## src/core/trig_seq_regs.svh

```systemverilog
/*
  Register offsets, field positions, reset values and timing counts for
  the two-layer trigger sequencer.
  Assumes a 10 MHz core clock and a 32-bit Avalon-MM slave port.
*/
// Operation
// - immediate arm event passes at once
// - bus arm event waits for GET or TRG
// - timer arm: first pass immediate, then interval
// - entering idle resets the arm timer
// - manual key honoured only in local control
// - link arm event waits for link pulse
// - link input line selectable one of four
// - handler start falling, rising or either edge
// - arm bypass only for link/handler events
// - bypass once skips detector, never always waits
// - source bypass: initiate with output on skips arm
// - link trigger detectors individually enabled
// - source detector bypass once or never; the code's bypass bit, when set, skips it on every pass
// - optional output pulse after each action
// - arm output pulse on enter/exit trigger layer
// - arm count finite or infinite
// - source, delay, measure order each iteration
// - idle does nothing until initiate
// - clears and abort force idle at once
// - halt idles, output stays on; restart events
// - output must be on before initiate unless auto-off
// - auto-off: output on per cycle, off after measure
`ifndef TRIG_SEQ_REGS_SVH
`define TRIG_SEQ_REGS_SVH

// ------------------------------------------------------------------
// register word addresses (byte address = 4 * index)
// ------------------------------------------------------------------
`define TS_REG_CTRL      4'h0
`define TS_REG_ARMCFG    4'h1
`define TS_REG_TRIGCFG   4'h2
`define TS_REG_ARMCNT    4'h3
`define TS_REG_TRIGCNT   4'h4
`define TS_REG_TIMER     4'h5
`define TS_REG_DELAY     4'h6
`define TS_REG_STATUS    4'h7
`define TS_REG_CMD       4'h8

// ------------------------------------------------------------------
// command register bits (write-one pulses)
// ------------------------------------------------------------------
`define TS_CMD_INIT      0
`define TS_CMD_MEAS      1
`define TS_CMD_ABORT     2
`define TS_CMD_HALT      3
`define TS_CMD_BUSTRG    4
`define TS_CMD_OUTON     5
`define TS_CMD_OUTOFF    6
`define TS_CMD_RESEL     7

// ------------------------------------------------------------------
// control / arm / trigger configuration fields
// ------------------------------------------------------------------
`define TS_CTRL_AUTOOFF  0
`define TS_CTRL_REMOTE   1
`define TS_ARM_EVT_LSB   0
`define TS_ARM_BYP_LSB   4
`define TS_ARM_IN_LSB    8
`define TS_ARM_OUT_LSB   12
`define TS_ARM_ENTER     16
`define TS_ARM_EXIT      17
`define TS_ARM_INF       18
`define TS_TRG_LINK      0
`define TS_TRG_SRCBYP    1
`define TS_TRG_INEN_LSB  4
`define TS_TRG_IN_LSB    8
`define TS_TRG_OUT_LSB   12
`define TS_TRG_OUTEN_LSB 16

// ------------------------------------------------------------------
// reset values and timing
// ------------------------------------------------------------------
`define TS_ARMCFG_RST    32'h0000_0100
`define TS_TRIGCFG_RST   32'h0000_2010
`define TS_CNT_RST       16'h0001
`define TS_DELAY_RST     32'h0000_2710
`define TS_TIMER_RST     32'h0000_0064
`define TS_MEAS_CYC      8'h10
`define TS_PULSE_CYC     8'h0A

`endif

```

## src/core/trig_seq_pkg.sv

```systemverilog
/*
  Types for the two-layer trigger sequencer.
  Assumes trig_seq_regs.svh supplies the numeric constants.
*/
package trig_seq_pkg;
  typedef enum logic [2:0] {
    ARM_IMMEDIATE, ARM_BUS, ARM_TIMER, ARM_MANUAL,
    ARM_LINK, ARM_START_FALL, ARM_START_RISE, ARM_START_EITHER
  } arm_event_t;
  typedef enum logic [1:0] {
    BYP_NEVER, BYP_ONCE, BYP_SOURCE
  } bypass_t;
  typedef enum {
    ST_IDLE, ST_ARM, ST_SRC_WAIT, ST_SOURCE, ST_DLY_WAIT, ST_DELAY,
    ST_MEAS_WAIT, ST_MEASURE, ST_NEXT
  } seq_state_t;
endpackage

```

## src/core/trig_seq.sv

```systemverilog
/*
  Two-layer trigger sequencer: arm layer with selectable event and
  bypass, trigger layer running source, delay and measure actions with
  link trigger inputs and outputs, counters and auto output-off.
  Assumes a single 10 MHz clock, an Avalon-MM master and link/handler
  inputs already synchronous to core_clk.
*/
`timescale 1ns/10ps
`include "trig_seq_regs.svh"
module trig_seq (
  // clock and reset
  input  wire logic        core_clk,
  input  wire logic        resetn,
  input  wire logic        clkEn,
  // avalon-mm slave
  input  wire logic [3:0]  address,
  input  wire logic        read,
  input  wire logic        write,
  input  wire logic [31:0] writedata,
  output logic [31:0]      readdata,
  output logic             waitrequest,
  // trigger link and handler
  input  wire logic [3:0]  linkIn,
  output logic [3:0]       linkOutN,
  input  wire logic        startOfTestLine,
  input  wire logic        trigKey,
  // source control and status
  output logic             sourceOutputOn,
  output logic             measureStrobe,
  output logic             armActive
);
  import trig_seq_pkg::*;

  // ----------------------------------------------------------------
  // registers
  // ----------------------------------------------------------------
  logic [31:0] ctrl_q, armCfg_q, trigCfg_q, timer_q, delay_q;
  logic [15:0] armCnt_q, trigCnt_q;
  logic        ackPend_q;
  logic [7:0]  cmd;
  seq_state_t  state_q;
  logic [15:0] armDone_q, trigDone_q;
  logic [31:0] timerCnt_q, work_q;
  logic        timerFirst_q, bypassUsed_q, outOn_q;
  logic [3:0]  linkDly_q;
  logic        sotDly_q;
  logic [7:0]  pulseCnt_q;
  logic [1:0]  pulseLine_q;

  function automatic logic lineSel(input logic [3:0] v,
                                   input logic [1:0] s);
    lineSel = v[s];
  endfunction

  // ----------------------------------------------------------------
  // register bus
  // ----------------------------------------------------------------
  // one wait state: reads latch at the take edge so data stands at the
  // acknowledge edge; writes and command strobes land at the acknowledge
  assign cmd = (write && ackPend_q && address == `TS_REG_CMD) ?
               writedata[7:0] : 8'h00;

  always_ff @(posedge core_clk) begin
    if (!resetn) begin
      ackPend_q   <= 1'b0;
      waitrequest <= 1'b1;
    end else if (clkEn) begin
      ackPend_q   <= (read || write) && !ackPend_q;
      waitrequest <= !((read || write) && !ackPend_q);
    end
  end

  always_ff @(posedge core_clk) begin
    if (!resetn) begin
      ctrl_q    <= 32'h0000_0000;
      armCfg_q  <= `TS_ARMCFG_RST;
      trigCfg_q <= `TS_TRIGCFG_RST;
      armCnt_q  <= `TS_CNT_RST;
      trigCnt_q <= `TS_CNT_RST;
      timer_q   <= `TS_TIMER_RST;
      delay_q   <= `TS_DELAY_RST;
    end else if (clkEn && write && ackPend_q) begin
      case (address)
        `TS_REG_CTRL:    ctrl_q    <= writedata;
        `TS_REG_ARMCFG:  armCfg_q  <= writedata;
        `TS_REG_TRIGCFG: trigCfg_q <= writedata;
        `TS_REG_ARMCNT:  armCnt_q  <= writedata[15:0];
        `TS_REG_TRIGCNT: trigCnt_q <= writedata[15:0];
        `TS_REG_TIMER:   timer_q   <= writedata;
        `TS_REG_DELAY:   delay_q   <= writedata;
        default: ;
      endcase
    end
  end

  always_ff @(posedge core_clk) begin
    if (!resetn) begin
      readdata <= 32'h0000_0000;
    end else if (clkEn && read && !ackPend_q) begin
      case (address)
        `TS_REG_CTRL:    readdata <= ctrl_q;
        `TS_REG_ARMCFG:  readdata <= armCfg_q;
        `TS_REG_TRIGCFG: readdata <= trigCfg_q;
        `TS_REG_ARMCNT:  readdata <= {16'h0000, armCnt_q};
        `TS_REG_TRIGCNT: readdata <= {16'h0000, trigCnt_q};
        `TS_REG_TIMER:   readdata <= timer_q;
        `TS_REG_DELAY:   readdata <= delay_q;
        `TS_REG_STATUS:  readdata <= {trigDone_q, armDone_q[11:0],
                                      outOn_q, 2'b00,
                                      (state_q != ST_IDLE)};
        default:         readdata <= 32'h0000_0000;
      endcase
    end
  end

  // ----------------------------------------------------------------
  // event decode
  // ----------------------------------------------------------------
  arm_event_t armEvt;
  bypass_t    armByp;
  logic [1:0] armIn, armOut, trgIn, trgOut;
  logic [2:0] trgInEn, trgOutEn;
  logic       linkPulse, sotFall, sotRise, armHit, bypassOk;
  logic       trgLink, srcByp, autoOff, remote;

  assign armEvt   = arm_event_t'(armCfg_q[`TS_ARM_EVT_LSB +: 3]);
  assign armByp   = bypass_t'(armCfg_q[`TS_ARM_BYP_LSB +: 2]);
  assign armIn    = armCfg_q[`TS_ARM_IN_LSB +: 2];
  assign armOut   = armCfg_q[`TS_ARM_OUT_LSB +: 2];
  assign trgIn    = trigCfg_q[`TS_TRG_IN_LSB +: 2];
  assign trgOut   = trigCfg_q[`TS_TRG_OUT_LSB +: 2];
  assign trgInEn  = trigCfg_q[`TS_TRG_INEN_LSB +: 3];
  assign trgOutEn = trigCfg_q[`TS_TRG_OUTEN_LSB +: 3];
  assign trgLink  = trigCfg_q[`TS_TRG_LINK];
  assign srcByp   = trigCfg_q[`TS_TRG_SRCBYP];
  assign autoOff  = ctrl_q[`TS_CTRL_AUTOOFF];
  assign remote   = ctrl_q[`TS_CTRL_REMOTE];

  // edge detect; link pulse is a falling edge
  always_ff @(posedge core_clk) begin
    if (!resetn) begin
      linkDly_q <= 4'hF;
      sotDly_q  <= 1'b1;
    end else if (clkEn) begin
      linkDly_q <= linkIn;
      sotDly_q  <= startOfTestLine;
    end
  end
  logic [3:0] linkFall;
  assign linkFall = linkDly_q & ~linkIn;
  assign sotFall  = sotDly_q & ~startOfTestLine;
  assign sotRise  = ~sotDly_q & startOfTestLine;

  // bypass only for link and handler start events
  assign bypassOk = (armEvt == ARM_LINK) || (armEvt == ARM_START_FALL) ||
                    (armEvt == ARM_START_RISE) ||
                    (armEvt == ARM_START_EITHER);

  always_comb begin
    linkPulse = 1'b0;
    armHit    = 1'b0;
    case (armEvt)
      ARM_IMMEDIATE:    armHit = 1'b1;
      ARM_BUS:          armHit = cmd[`TS_CMD_BUSTRG];
      ARM_TIMER:        armHit = timerFirst_q || timerCnt_q >= timer_q;
      ARM_MANUAL:       armHit = trigKey && !remote;
      ARM_LINK:         armHit = lineSel(linkFall, armIn);
      ARM_START_FALL:   armHit = sotFall;
      ARM_START_RISE:   armHit = sotRise;
      ARM_START_EITHER: armHit = sotFall || sotRise;
      default:          armHit = 1'b0;
    endcase
    if (state_q != ST_ARM) begin
      linkPulse = lineSel(linkFall, trgIn);
    end
  end

  // ----------------------------------------------------------------
  // sequencer
  // ----------------------------------------------------------------
  logic initReq, stopReq, toIdle;
  assign initReq = cmd[`TS_CMD_INIT] || cmd[`TS_CMD_MEAS];
  // abort and halt force idle
  assign stopReq = cmd[`TS_CMD_ABORT] || cmd[`TS_CMD_HALT];

  always_ff @(posedge core_clk) begin
    if (!resetn) begin
      state_q      <= ST_IDLE;
      armDone_q    <= 16'h0000;
      trigDone_q   <= 16'h0000;
      work_q       <= 32'h0000_0000;
      bypassUsed_q <= 1'b0;
    end else if (clkEn) begin
      if (stopReq) begin
        state_q <= ST_IDLE;
      end else begin
        case (state_q)
          ST_IDLE: begin
            if (initReq) begin
              armDone_q    <= 16'h0000;
              trigDone_q   <= 16'h0000;
              bypassUsed_q <= 1'b0;
              if (bypassOk && armByp == BYP_SOURCE && outOn_q) begin
                state_q <= ST_SRC_WAIT;
              end else begin
                state_q <= ST_ARM;
              end
            end
          end
          ST_ARM: begin
            if (armHit || (bypassOk && armByp == BYP_ONCE &&
                           !bypassUsed_q)) begin
              bypassUsed_q <= 1'b1;
              state_q      <= ST_SRC_WAIT;
            end
          end
          ST_SRC_WAIT: begin
            if (!trgLink || !trgInEn[0] || srcByp || linkPulse) begin
              state_q <= ST_SOURCE;
            end
          end
          ST_SOURCE: begin
            work_q  <= delay_q;
            state_q <= ST_DLY_WAIT;
          end
          ST_DLY_WAIT: begin
            if (!trgLink || !trgInEn[1] || linkPulse) begin
              state_q <= ST_DELAY;
            end
          end
          ST_DELAY: begin
            if (work_q == 32'h0000_0000) begin
              state_q <= ST_MEAS_WAIT;
            end else begin
              work_q <= work_q - 32'h0000_0001;
            end
          end
          ST_MEAS_WAIT: begin
            if (!trgLink || !trgInEn[2] || linkPulse) begin
              work_q  <= {24'h000000, `TS_MEAS_CYC};
              state_q <= ST_MEASURE;
            end
          end
          ST_MEASURE: begin
            if (work_q == 32'h0000_0000) begin
              trigDone_q <= trigDone_q + 16'h0001;
              state_q    <= ST_NEXT;
            end else begin
              work_q <= work_q - 32'h0000_0001;
            end
          end
          ST_NEXT: begin
            if (trigDone_q < trigCnt_q) begin
              state_q <= ST_SRC_WAIT;
            end else if (armCfg_q[`TS_ARM_INF] ||
                         armDone_q + 16'h0001 < armCnt_q) begin
              armDone_q  <= armDone_q + 16'h0001;
              trigDone_q <= 16'h0000;
              state_q    <= ST_ARM;
            end else begin
              state_q <= ST_IDLE;
            end
          end
          default: state_q <= ST_IDLE;
        endcase
      end
    end
  end

  // ----------------------------------------------------------------
  // arm interval timer
  // ----------------------------------------------------------------
  // arm interval timer, reset in idle
  always_ff @(posedge core_clk) begin
    if (!resetn) begin
      timerCnt_q   <= 32'h0000_0000;
      timerFirst_q <= 1'b1;
    end else if (clkEn) begin
      if (state_q == ST_IDLE) begin
        timerCnt_q   <= 32'h0000_0000;
        timerFirst_q <= 1'b1;
      end else if (state_q == ST_ARM && armEvt == ARM_TIMER && armHit) begin
        timerCnt_q   <= 32'h0000_0000;
        timerFirst_q <= 1'b0;
      end else if (timerCnt_q != 32'hFFFF_FFFF) begin
        timerCnt_q <= timerCnt_q + 32'h0000_0001;
      end
    end
  end

  // ----------------------------------------------------------------
  // source output
  // ----------------------------------------------------------------
  // source output control
  always_ff @(posedge core_clk) begin
    if (!resetn) begin
      outOn_q <= 1'b0;
    end else if (clkEn) begin
      if (cmd[`TS_CMD_OUTOFF]) begin
        outOn_q <= 1'b0;
      end else if (cmd[`TS_CMD_OUTON] ||
                   (cmd[`TS_CMD_MEAS] && !autoOff)) begin
        outOn_q <= 1'b1;
      end else if (autoOff && state_q == ST_SOURCE) begin
        outOn_q <= 1'b1;
      end else if (autoOff && state_q == ST_MEASURE &&
                   work_q == 32'h0000_0000) begin
        outOn_q <= 1'b0;
      end
    end
  end

  // ----------------------------------------------------------------
  // output triggers
  // ----------------------------------------------------------------
  // output trigger pulses, active low on the link
  logic fireTrg, fireArm;
  assign fireTrg = (state_q == ST_SOURCE && trgOutEn[0]) ||
                   (state_q == ST_DELAY && work_q == 32'h0000_0000 &&
                    trgOutEn[1]) ||
                   (state_q == ST_MEASURE && work_q == 32'h0000_0000 &&
                    trgOutEn[2]);
  assign fireArm = (state_q == ST_ARM && armCfg_q[`TS_ARM_ENTER] &&
                    (armHit || (bypassOk && armByp == BYP_ONCE &&
                                !bypassUsed_q))) ||
                   (state_q == ST_NEXT && trigDone_q >= trigCnt_q &&
                    armCfg_q[`TS_ARM_EXIT]);

  always_ff @(posedge core_clk) begin
    if (!resetn) begin
      pulseCnt_q  <= 8'h00;
      pulseLine_q <= 2'b00;
      linkOutN    <= 4'hF;
    end else if (clkEn) begin
      if (fireTrg || fireArm) begin
        pulseCnt_q  <= `TS_PULSE_CYC;
        pulseLine_q <= fireTrg ? trgOut : armOut;
        linkOutN    <= ~(4'h1 << (fireTrg ? trgOut : armOut));
      end else if (pulseCnt_q != 8'h00) begin
        pulseCnt_q <= pulseCnt_q - 8'h01;
        if (pulseCnt_q == 8'h01) begin
          linkOutN <= 4'hF;
        end
      end
    end
  end

  // ----------------------------------------------------------------
  // status outputs
  // ----------------------------------------------------------------
  always_ff @(posedge core_clk) begin
    if (!resetn) begin
      sourceOutputOn <= 1'b0;
      measureStrobe  <= 1'b0;
      armActive      <= 1'b0;
    end else if (clkEn) begin
      sourceOutputOn <= outOn_q;
      measureStrobe  <= state_q == ST_MEASURE && work_q == 32'h0000_0000;
      armActive      <= state_q != ST_IDLE;
    end
  end
endmodule

```

## config.mk

```make
export PLATFORM = sky130hd
export DESIGN_NAME = trig_seq
export DESIGN_NICKNAME = d
export VERILOG_FILES = /design/src/core/trig_seq_pkg.sv /design/src/core/trig_seq.sv
export VERILOG_INCLUDE_DIRS = /design/src /design/src/core
export SDC_FILE = /design/constraint.sdc
export NUM_CORES = 1
export LEC_CHECK = 0
export BUFFER_PORTS_ARGS = -buffer_cell sky130_fd_sc_hd__buf_4
export CORE_MARGIN = 2
export CORE_UTILIZATION = 45
export DETAILED_ROUTE_END_ITERATION = 6
export PLACE_DENSITY = 0.71
export SLEW_MARGIN = 0
export SYNTH_ARGS = -nofsm -noshare
export SYNTH_HDL_FRONTEND = slang
export SYNTH_SLANG_ARGS = --single-unit
```

## constraint.sdc

```tcl
create_clock -name core_clk -period 3.4 [get_ports core_clk]
set_clock_uncertainty 0.05 [all_clocks]
set_input_delay 0.85 -clock core_clk [delete_from_list [all_inputs] [get_ports core_clk]]
set_output_delay 0.85 -clock core_clk [all_outputs]
set_load 0.03 [all_outputs]
```

* Word-level counts from Yosys, hierarchy flattened *
Index checks and enable logic that the tools add are counted.

storage, ports and cells
  logic and storage cells = 233
  output and inout bits = 40
  flip-flop bits (word level) = 377

operators by class
  $lt $le $gt $ge = 6
  bitwise logic cells = 8
  add/sub/neg operators = 5
  muxes and demuxes = 49
  eq/ne operators = 47
  shift operators = 1
  reductions and logical operators = 92

operators with widths
  operator                 count
  $mux W32                 13
  $pmux W32 S9             1
  $pmux W32 S8             1
  $eq A32 B3 Y1 const B    5
  $eq A32 B2 Y1 const B    3
  $eq A32 B4 Y1 const B    3
  $logic_not A32 Y1        3
  $mux W16                 6
  $pmux W32 S3             1
  $pmux W16 S3             1
  $add A16 B1 Y16 const B  2
  $add A32 B1 Y32 const B  1
  $eq A32 B1 Y1 const B    1
  $eq A32 B5 Y1 const B    1
  $ge A32 B32 Y1           1
  $lt A16 B16 Y1           2
  $ne A32 B2 Y1 const B    1
  $ne A32 B32 Y1 const B   1
  $pmux W16 S2             1
  $reduce_bool A32 Y1      1
  $sub A32 B1 Y32 const B  1
  $logic_and A1 B1 Y1      27
  $logic_or A1 B1 Y1       22
  $reduce_and A2 Y1        11
  other kinds (41)         98

* Depth between registers and ports, before layout *
Gate-level depths: netlist of run 1.

  depth after elaboration = 12
  gate-level depth with buffers = 17
  depth with buffers taken out = 16

* Worst setup path before layout of run 1 *
No wires, ideal clock.

  kind = register -> register
  start point = register armDone_q[2]
  end point = register trigDone_q[10]
  arrival = 3507 ps
  library setup time = 64 ps
  path slack = -221 ps
  required time = 3286 ps
  cell stages (with the launch flop) = 16
  period minus slack after synthesis = 3621 ps
  path through = dfxtp_1 and3_1 and3_1 nand3_1 or4_1 xnor2_1 ha_1 nand4_1 or2_2 nor4_1 o31ai_1 nand4_4 a21boi_2 nand2_1 buf_2 nor2_1

between the ends
  longest elaborated chain between the ends = 5

ends and longest elaborated chain
  element                      RTL line         RTL
  from (decl)                  trig_seq.sv:42   logic [15:0] armDone_q, trigDone_q;
  from (signal assigned)       trig_seq.sv:257  armDone_q <= armDone_q + 16'h0001;
  $add A16 B1 Y16              trig_seq.sv:256  armDone_q + 16'h0001 < armCnt_q) begin
  $lt A16 B16 Y1               trig_seq.sv:256
  $logic_or A1 B1 Y1           trig_seq.sv:255  end else if (armCfg_q[`TS_ARM_INF] ||
  $ne A2 B2 Y1 (no line)       -
  $reduce_and A7 Y1 (no line)  -
  to (signal assigned)         trig_seq.sv:246  trigDone_q <= trigDone_q + 16'h0001;
  to (decl)                    trig_seq.sv:42

Every way passes these cells.
A chain may end at the register's enable or synchronous reset.

* Final worst setup path of run 1 *
  start point = register armDone_q[1]
  end point = register trigDone_q[1]

Same word-level chain as after synthesis.

==> results of run 1 <==
path summary, 6_finish.rpt:
check / to / slack, ns / cells past startpoint
max reg2reg: trigDone_q[1] / -0.14 / 15
max: trigDone_q[1] / -0.14 / 15
min: armCnt_q[10] / 0.40 / 2
min reg2reg: armCnt_q[10] / 0.40 / 2
state kept, by name, summed over array words and instances, names as in the netlist, 8 cells and up:
| signal | cells |
|---|---|
| trigCnt_q | 16 |
| trigDone_q | 16 |
| timer_q | 32 |
| armCnt_q | 16 |
| armDone_q | 16 |
| ctrl_q | 32 |
| pulseCnt_q | 8 |
| armCfg_q | 32 |
| work_q | 32 |
| readdata | 32 |
| delay_q | 32 |
| trigCfg_q | 32 |
| timerCnt_q | 32 |
cells in the mapped netlist, types with 5 or more instances:
cell type,n
nand2_1,513
dfxtp_1,349
a21oi_1,316
nor2_1,145
clkbuf_1,128
o21ai_0,103
inv_1,98
ha_1,71
nand3_1,67
nor3_1,49
a22oi_1,41
xnor2_1,34
nand4_1,28
mux2i_1,27
a221oi_1,26
a22o_1,20
and3_1,20
a211oi_1,16
nand2b_1,15
xor2_1,14
mux2_2,13
a31oi_1,12
buf_2,11
nor4_1,11
o211ai_1,10
and2_1,9
nor2b_1,9
o221ai_1,9
a21o_1,8
or3_1,8
nand3b_1,6
a222oi_1,5
a311oi_1,5
a41oi_1,5
nand4b_1,5
nor4_2,5
o31ai_1,5
what timing repair did:
item	CTS	global route
gates cloned	1	1
setup buffers	6	3
hold endpoints to repair	0	0
pin swaps	12	17
endpoints found under the setup margin	32	43
resized for setup	31	35
where the power goes:
group | switching, mW | internal (mW) | leakage (nW)
sequential | 0.0859 | 4.17 | 2.82
clock | 1.81 | 2.55 | 0.636
combinational | 0.804 | 0.400 | 4.16
critical path: stages (launching register included):
cell	delay, ns
dfxtp_2	0.35
and3_4	0.20
and3_4	0.21
nand3_4	0.09
or4_4	0.45
xnor2_2	0.15
ha_1	0.32
nand4_1	0.12
or2_4	0.27
nor4_4	0.30
o31ai_4	0.13
nand4_4	0.15
a21boi_4	0.25
buf_6	0.18
nand2_8	0.09
a21oi_2	0.15
cell families after synthesis:
logic type / Yosys count
and+or+nand+nor: 923
AOI/OAI and AO/OA: 637
xor gates and xnor gates: 48
adders and majority gates: 71
DFF: 349
muxes: 42
buffers and inverters: 245
per-layer routing:
| metal | vias up | track usage (%) |
|---|---|---|
| met4 | 0 | 21.3 |
| met1 | 8458 | 40.4 |
| met2 | 1028 | 48.8 |
| met5 | - | 0 |
| met3 | 209 | 3.92 |
| li1 | 8330 | - |
stage by stage:
step | hold WS (ns) | TNS, ns | util, %
finish | 0.403 | -2.41 | 54.3
global route | 0.420 | -6.25 | 54.3
CTS | 0.404 | -1.03 | 53.9
detailed placement | 0.394 | -3.40 | 50.0
global placement | 0.390 | -1.77 | 50.0
floorplan | 0.368 | 0 | -
cell usage in the layout (no fill, tap or decap), types with 32 or more instances in the layout:
master / instances
a22oi_1: 41
o21ai_0: 99
clkbuf_16: 40
ha_1: 71
nand2_1: 508
inv_1: 98
nor2_1: 134
nand3_1: 65
a21oi_1: 304
nor3_1: 41
buf_4: 194
xnor2_1: 32
dfxtp_1: 347
cell type report:
class / count / area [µm²] / area share (%)
inverters: 99 / 377 / 1.79
multi-input cells: 1722 / 10200 / 48.2
well taps: 518 / 648 / 3.08
clock buffers: 59 / 1170 / 5.57
clock inverters: 12 / 140 / 0.665
flip-flops and latches: 349 / 6990 / 33.2
repair buffers: 202 / 1580 / 7.51
==> metrics, run 1 <==
outcome=complete, but fails checks; violated checks=negative setup slack; fin cells=2961; gp weighted congestion=0.997; Die Wd=203 µm; IO buf count=86; DP HPWL=46800 µm; H-tree Lvls=2; cell taking the most area after synthesis=dfxtp_1; Distinct cells, synth=88; core area=between 30000 and 40000 µm²; CP Class=register to register; Post-Syn Area per Cell=7.67 µm²; router iterations before antenna repair=7; CTS clock-pin slew for the worst setup and hold paths=0.06 ns; Synth Area in XOR/XNOR=2.37%; compound-cell area share of the yosys netlist=around 22%; Synth async-reset ratio=0%; Setup WS pre-CTS=-0.175 ns; Critical Path AT=4.00 ns; yosys warns=0; DRC=0; hold_buf cts=0; Syn-to-layout area delta=18.7%; Initial Util=45.7%; CP startpoint kind=register; Leak=about 7.6 nW; final-report max-slew violation count=0; Top Layer Used=met4; Synth area leaders=dfxtp_1, nand2_1, a21oi_1, ha_1, nor2_1; WL met2=about 29000 µm; GRT Total Usage=31.2%; period utilization=104%; Hold Path Class=register to register; Worst Path Max Fanout=8; post-route ant nets=0; placed insts=2880; num rows=72; layout cells sized above 1=15.2%; # IOs=87; final hold vios=0; Syn Std Cell Area=17800 µm²; Root Buffer=clkbuf_16; Synth top area share=39.4%; syn nets=2433; fmax=282 MHz; mux contribution to synthesized area=2.60%; Die Ht=203 µm; hold wc startpoint=armCnt_q[10]; CP endpoint kind=register; Worst Slack Setup Final=-0.141 ns; largest net degree at the start of global routing=74; DRT met1 WL=25700 µm; vias per std cell=6.09; unrepaired setup endpoints after global routing=true; Max-Cap Viols=0; fin crit period=3.54 ns; top_reg_cell synth=dfxtp_1; main combinational cell family by area after synthesis=simple AND/OR/NAND/NOR gates; Final Power=9.82 mW; Synth Register Bits=349; clk sinks=approximately 350; Slew headroom=23.8%; initial antenna violation count=0; Post-Synth Simple-Gate Area=between 20% and 30%; adder-cell share of the synthesized area=5.00%; Pwr Density=around 470 nW/µm²; dpl cell area=19400 µm²; number of flops mapped to enable cells by yosys=0; drt initial violations=2129; routed vias=18000; largest vdd supply drop=0.360 mV; Syn Inst Count=2315; worst reg2reg startpoint=armDone_q[1]; fin area=21100 µm²; diode count=0; Crit path required time=between 3 and 4 ns; Final #Nets=approximately 2500; final wirelength=65600 µm; CTS tree=done; DR WL/cell=22.1 µm; area of the die=41100 µm²; fillcell total=3666; Num CTS Buffers=40; Setup Viol. Count Final=31; number of global-route vias before repair=17100; global route overflow=0; routed length on met3=5940 µm; Worst-Margin Slew=1.14 ns; clk buf depth=3; worst skew pair latency=0.58 ns; Worst Setup SP=armDone_q[1]; first-pass GRT wire length=around 100000 µm; sequential share of the synthesized area=39.4%
Note: power is estimated with default switching activity, not from simulation.
==> run 2: changes to the inputs <==
- CORE_UTILIZATION: 45 -> 56
- PLACE_DENSITY: 0.71 -> 0.84
==> metrics, run 2 (synthesis gave the netlist of run 1 again) <==
outcome=complete, but fails checks; violated checks=design-rule violations, negative setup slack; diode count=0 (unchanged); IO buf count=86 (unchanged); CTS tree=done; post-route ant nets=0 (unchanged); area occupied by multi-input gates=10200 µm² (about the same); Register Area=6990 µm² (about the same); placed insts=2765 (-4.0%); Worst Path Max Fanout=6 (-2); gp weighted congestion=0.959 (-3.8%); Worst Slack Setup Final=-0.0521 ns (+0.0888 ns); clk sinks=349 (unchanged); Die Wd=182 µm (-10%); DP HPWL=44500 µm (-5.0%); most common cell after layout, fill and taps aside=nand2_1; Hold Path Class=register to register; Setup TNS=-0.500 ns (+1.91 ns); GRT Total Usage=36.9% (+5.7 points); fin crit period=3.45 ns (-0.0888 ns); Setup Viol. Count Final=24 (-23%); hold_buf cts=0 (unchanged); Leak=7.70 nW (+1.1%); Critical Path AT=3.83 ns (-0.17 ns); final wirelength=62400 µm (-4.8%); Pwr Density=461 nW/µm² (-1.0%); fmax=290 MHz (+2.6%); Initial Util=56.6% (+11 points); router iterations before antenna repair=7 (unchanged); Crit path required time=3.78 ns (-0.08 ns); Max-Cap Viols=0 (unchanged); number of global-route vias before repair=17600 (+2.7%); Slew headroom=16.8% (-7.0 points); area of the die=33100 µm² (-19%); final-report max-slew violation count=0 (unchanged); CP Class=register to register; core area=31400 µm² (-19%); unrepaired setup endpoints after global routing=true; CTS clock-pin slew for the worst setup and hold paths=0.06 ns (about the same); final hold vios=0 (unchanged); largest vdd supply drop=0.396 mV (+10%); Setup WS pre-CTS=-0.242 ns (-0.0675 ns); first-pass GRT wire length=96800 µm (-2.9%); Final #Nets=2539 (+0.28%); global route overflow=0 (unchanged); Root Buffer=clkbuf_16; H-tree Lvls=2 (unchanged); period utilization=102% (-2.6 points); largest net degree at the start of global routing=111 (+50%); # IOs=87 (unchanged); vias per std cell=6.49 (+6.6%); Syn-to-layout area delta=18.4%; Num CTS Buffers=39 (-2.5%); worst skew pair latency=0.55 ns (-0.03 ns); Worst-Margin Slew=1.25 ns (+0.105 ns); CP startpoint kind=register; fillcell total=2513 (-31%); DR WL/cell=21.9 µm (-1.2%); Die Ht=182 µm (-10%); most frequent cells in the layout=nand2_1, dfxtp_1, a21oi_1, buf_4, nor2_1; clk buf depth=3 (unchanged); fin cells=2853 (-3.6%); drt initial violations=2631 (+24%); DRC=3 (+3); num rows=65 (-9.7%); CP endpoint kind=register; initial antenna violation count=0 (unchanged); routed vias=18500 (+2.8%); layout cells sized above 1=15.2% (about the same)
run 2: cell types whose count changed in the layout (fill, tap and decap cells not counted), moves of 3 or more:
cell,change
a21oi_2,-9
nand2_2,-4
o21ai_1,-3
a211oi_2,+3
nand2_1,+3
nor2_2,-8
a21oi_1,+10
nor2_1,+5
a211oi_1,-4
o21ai_0,+4
buf_4,+4
nor2_4,+3
clkinv_2,+4
run 2: path summary, 6_finish.rpt:
path,startpoint,endpoint,slack [ns],depth (start not counted)
setup reg to reg,armDone_q[0],trigDone_q[3],-0.05,16
setup / recovery,armDone_q[0],trigDone_q[3],-0.05,16
hold / removal,armDone_q[14],armDone_q[14],0.40,2
hold reg to reg,armDone_q[14],armDone_q[14],0.40,2
run 2: report_power, final:
part	leakage [nW]	internal, mW	switching [mW]	total [mW]
Combinational	4.24	0.396	0.787	1.18
Sequential	2.82	4.17	0.0878	4.25
Clock	0.633	2.50	1.76	4.26
Total	7.70	7.06	2.63	9.70
run 2: critical path: stages (launching register included):
cell,delay [ns]
dfxtp_2,0.34
and3_4,0.17
and3_4,0.21
nand3_4,0.09
or4_4,0.58
xnor2_4,0.17
ha_4,0.28
nand4_1,0.09
or2_4,0.25
nor4_4,0.14
o31ai_2,0.13
nand4_4,0.17
buf_8,0.15
buf_4,0.12
a21oi_1,0.08
xnor2_1,0.24
nor2_1,0.06
run 2: area by class of cell:
class / count / area share (%)
well taps: 402 / 2.39
multi-input cells: 1722 / 48.4
inverters: 99 / 1.79
clock inverters: 15 / 0.732
repair buffers: 210 / 8.06
clock buffers: 56 / 5.43
flip-flops and latches: 349 / 33.2
run 2: what timing repair did:
item,4_1_cts,5_1_grt
gates cloned,2,0
resized for setup,35,21
pin swaps,15,19
setup buffers,12,3
setup endpoints to repair,32,62
endpoints found under the hold margin,0,0
run 2: routing by layer:
| metal | track usage (%) | wire length, µm | vias up | share of wire (%) |
|---|---|---|---|---|
| met5 | 0 | 0 | - | 0 |
| met4 | 25.6 | 5330 | 0 | 8.5 |
| met3 | 6.98 | 6740 | 334 | 11 |
| met2 | 58.9 | 27500 | 1208 | 44 |
| met1 | 45.4 | 22900 | 8628 | 37 |
| li1 | - | - | 8351 | - |
run 2: through the flow:
step | utilization [%] | hold WS (ns) | area (µm²) | total power [mW]
2_1_floorplan | - | 0.368 | 17800 | 5.01
3_3_place_gp | 61.5 | 0.388 | 19300 | 5.42
3_5_place_dp | 61.5 | 0.389 | 19300 | 5.44
4_1_cts | 66.6 | 0.401 | 20900 | 9.66
5_1_grt | 67.0 | 0.417 | 21000 | 9.96
6_report | 67.0 | 0.404 | 21000 | 9.70
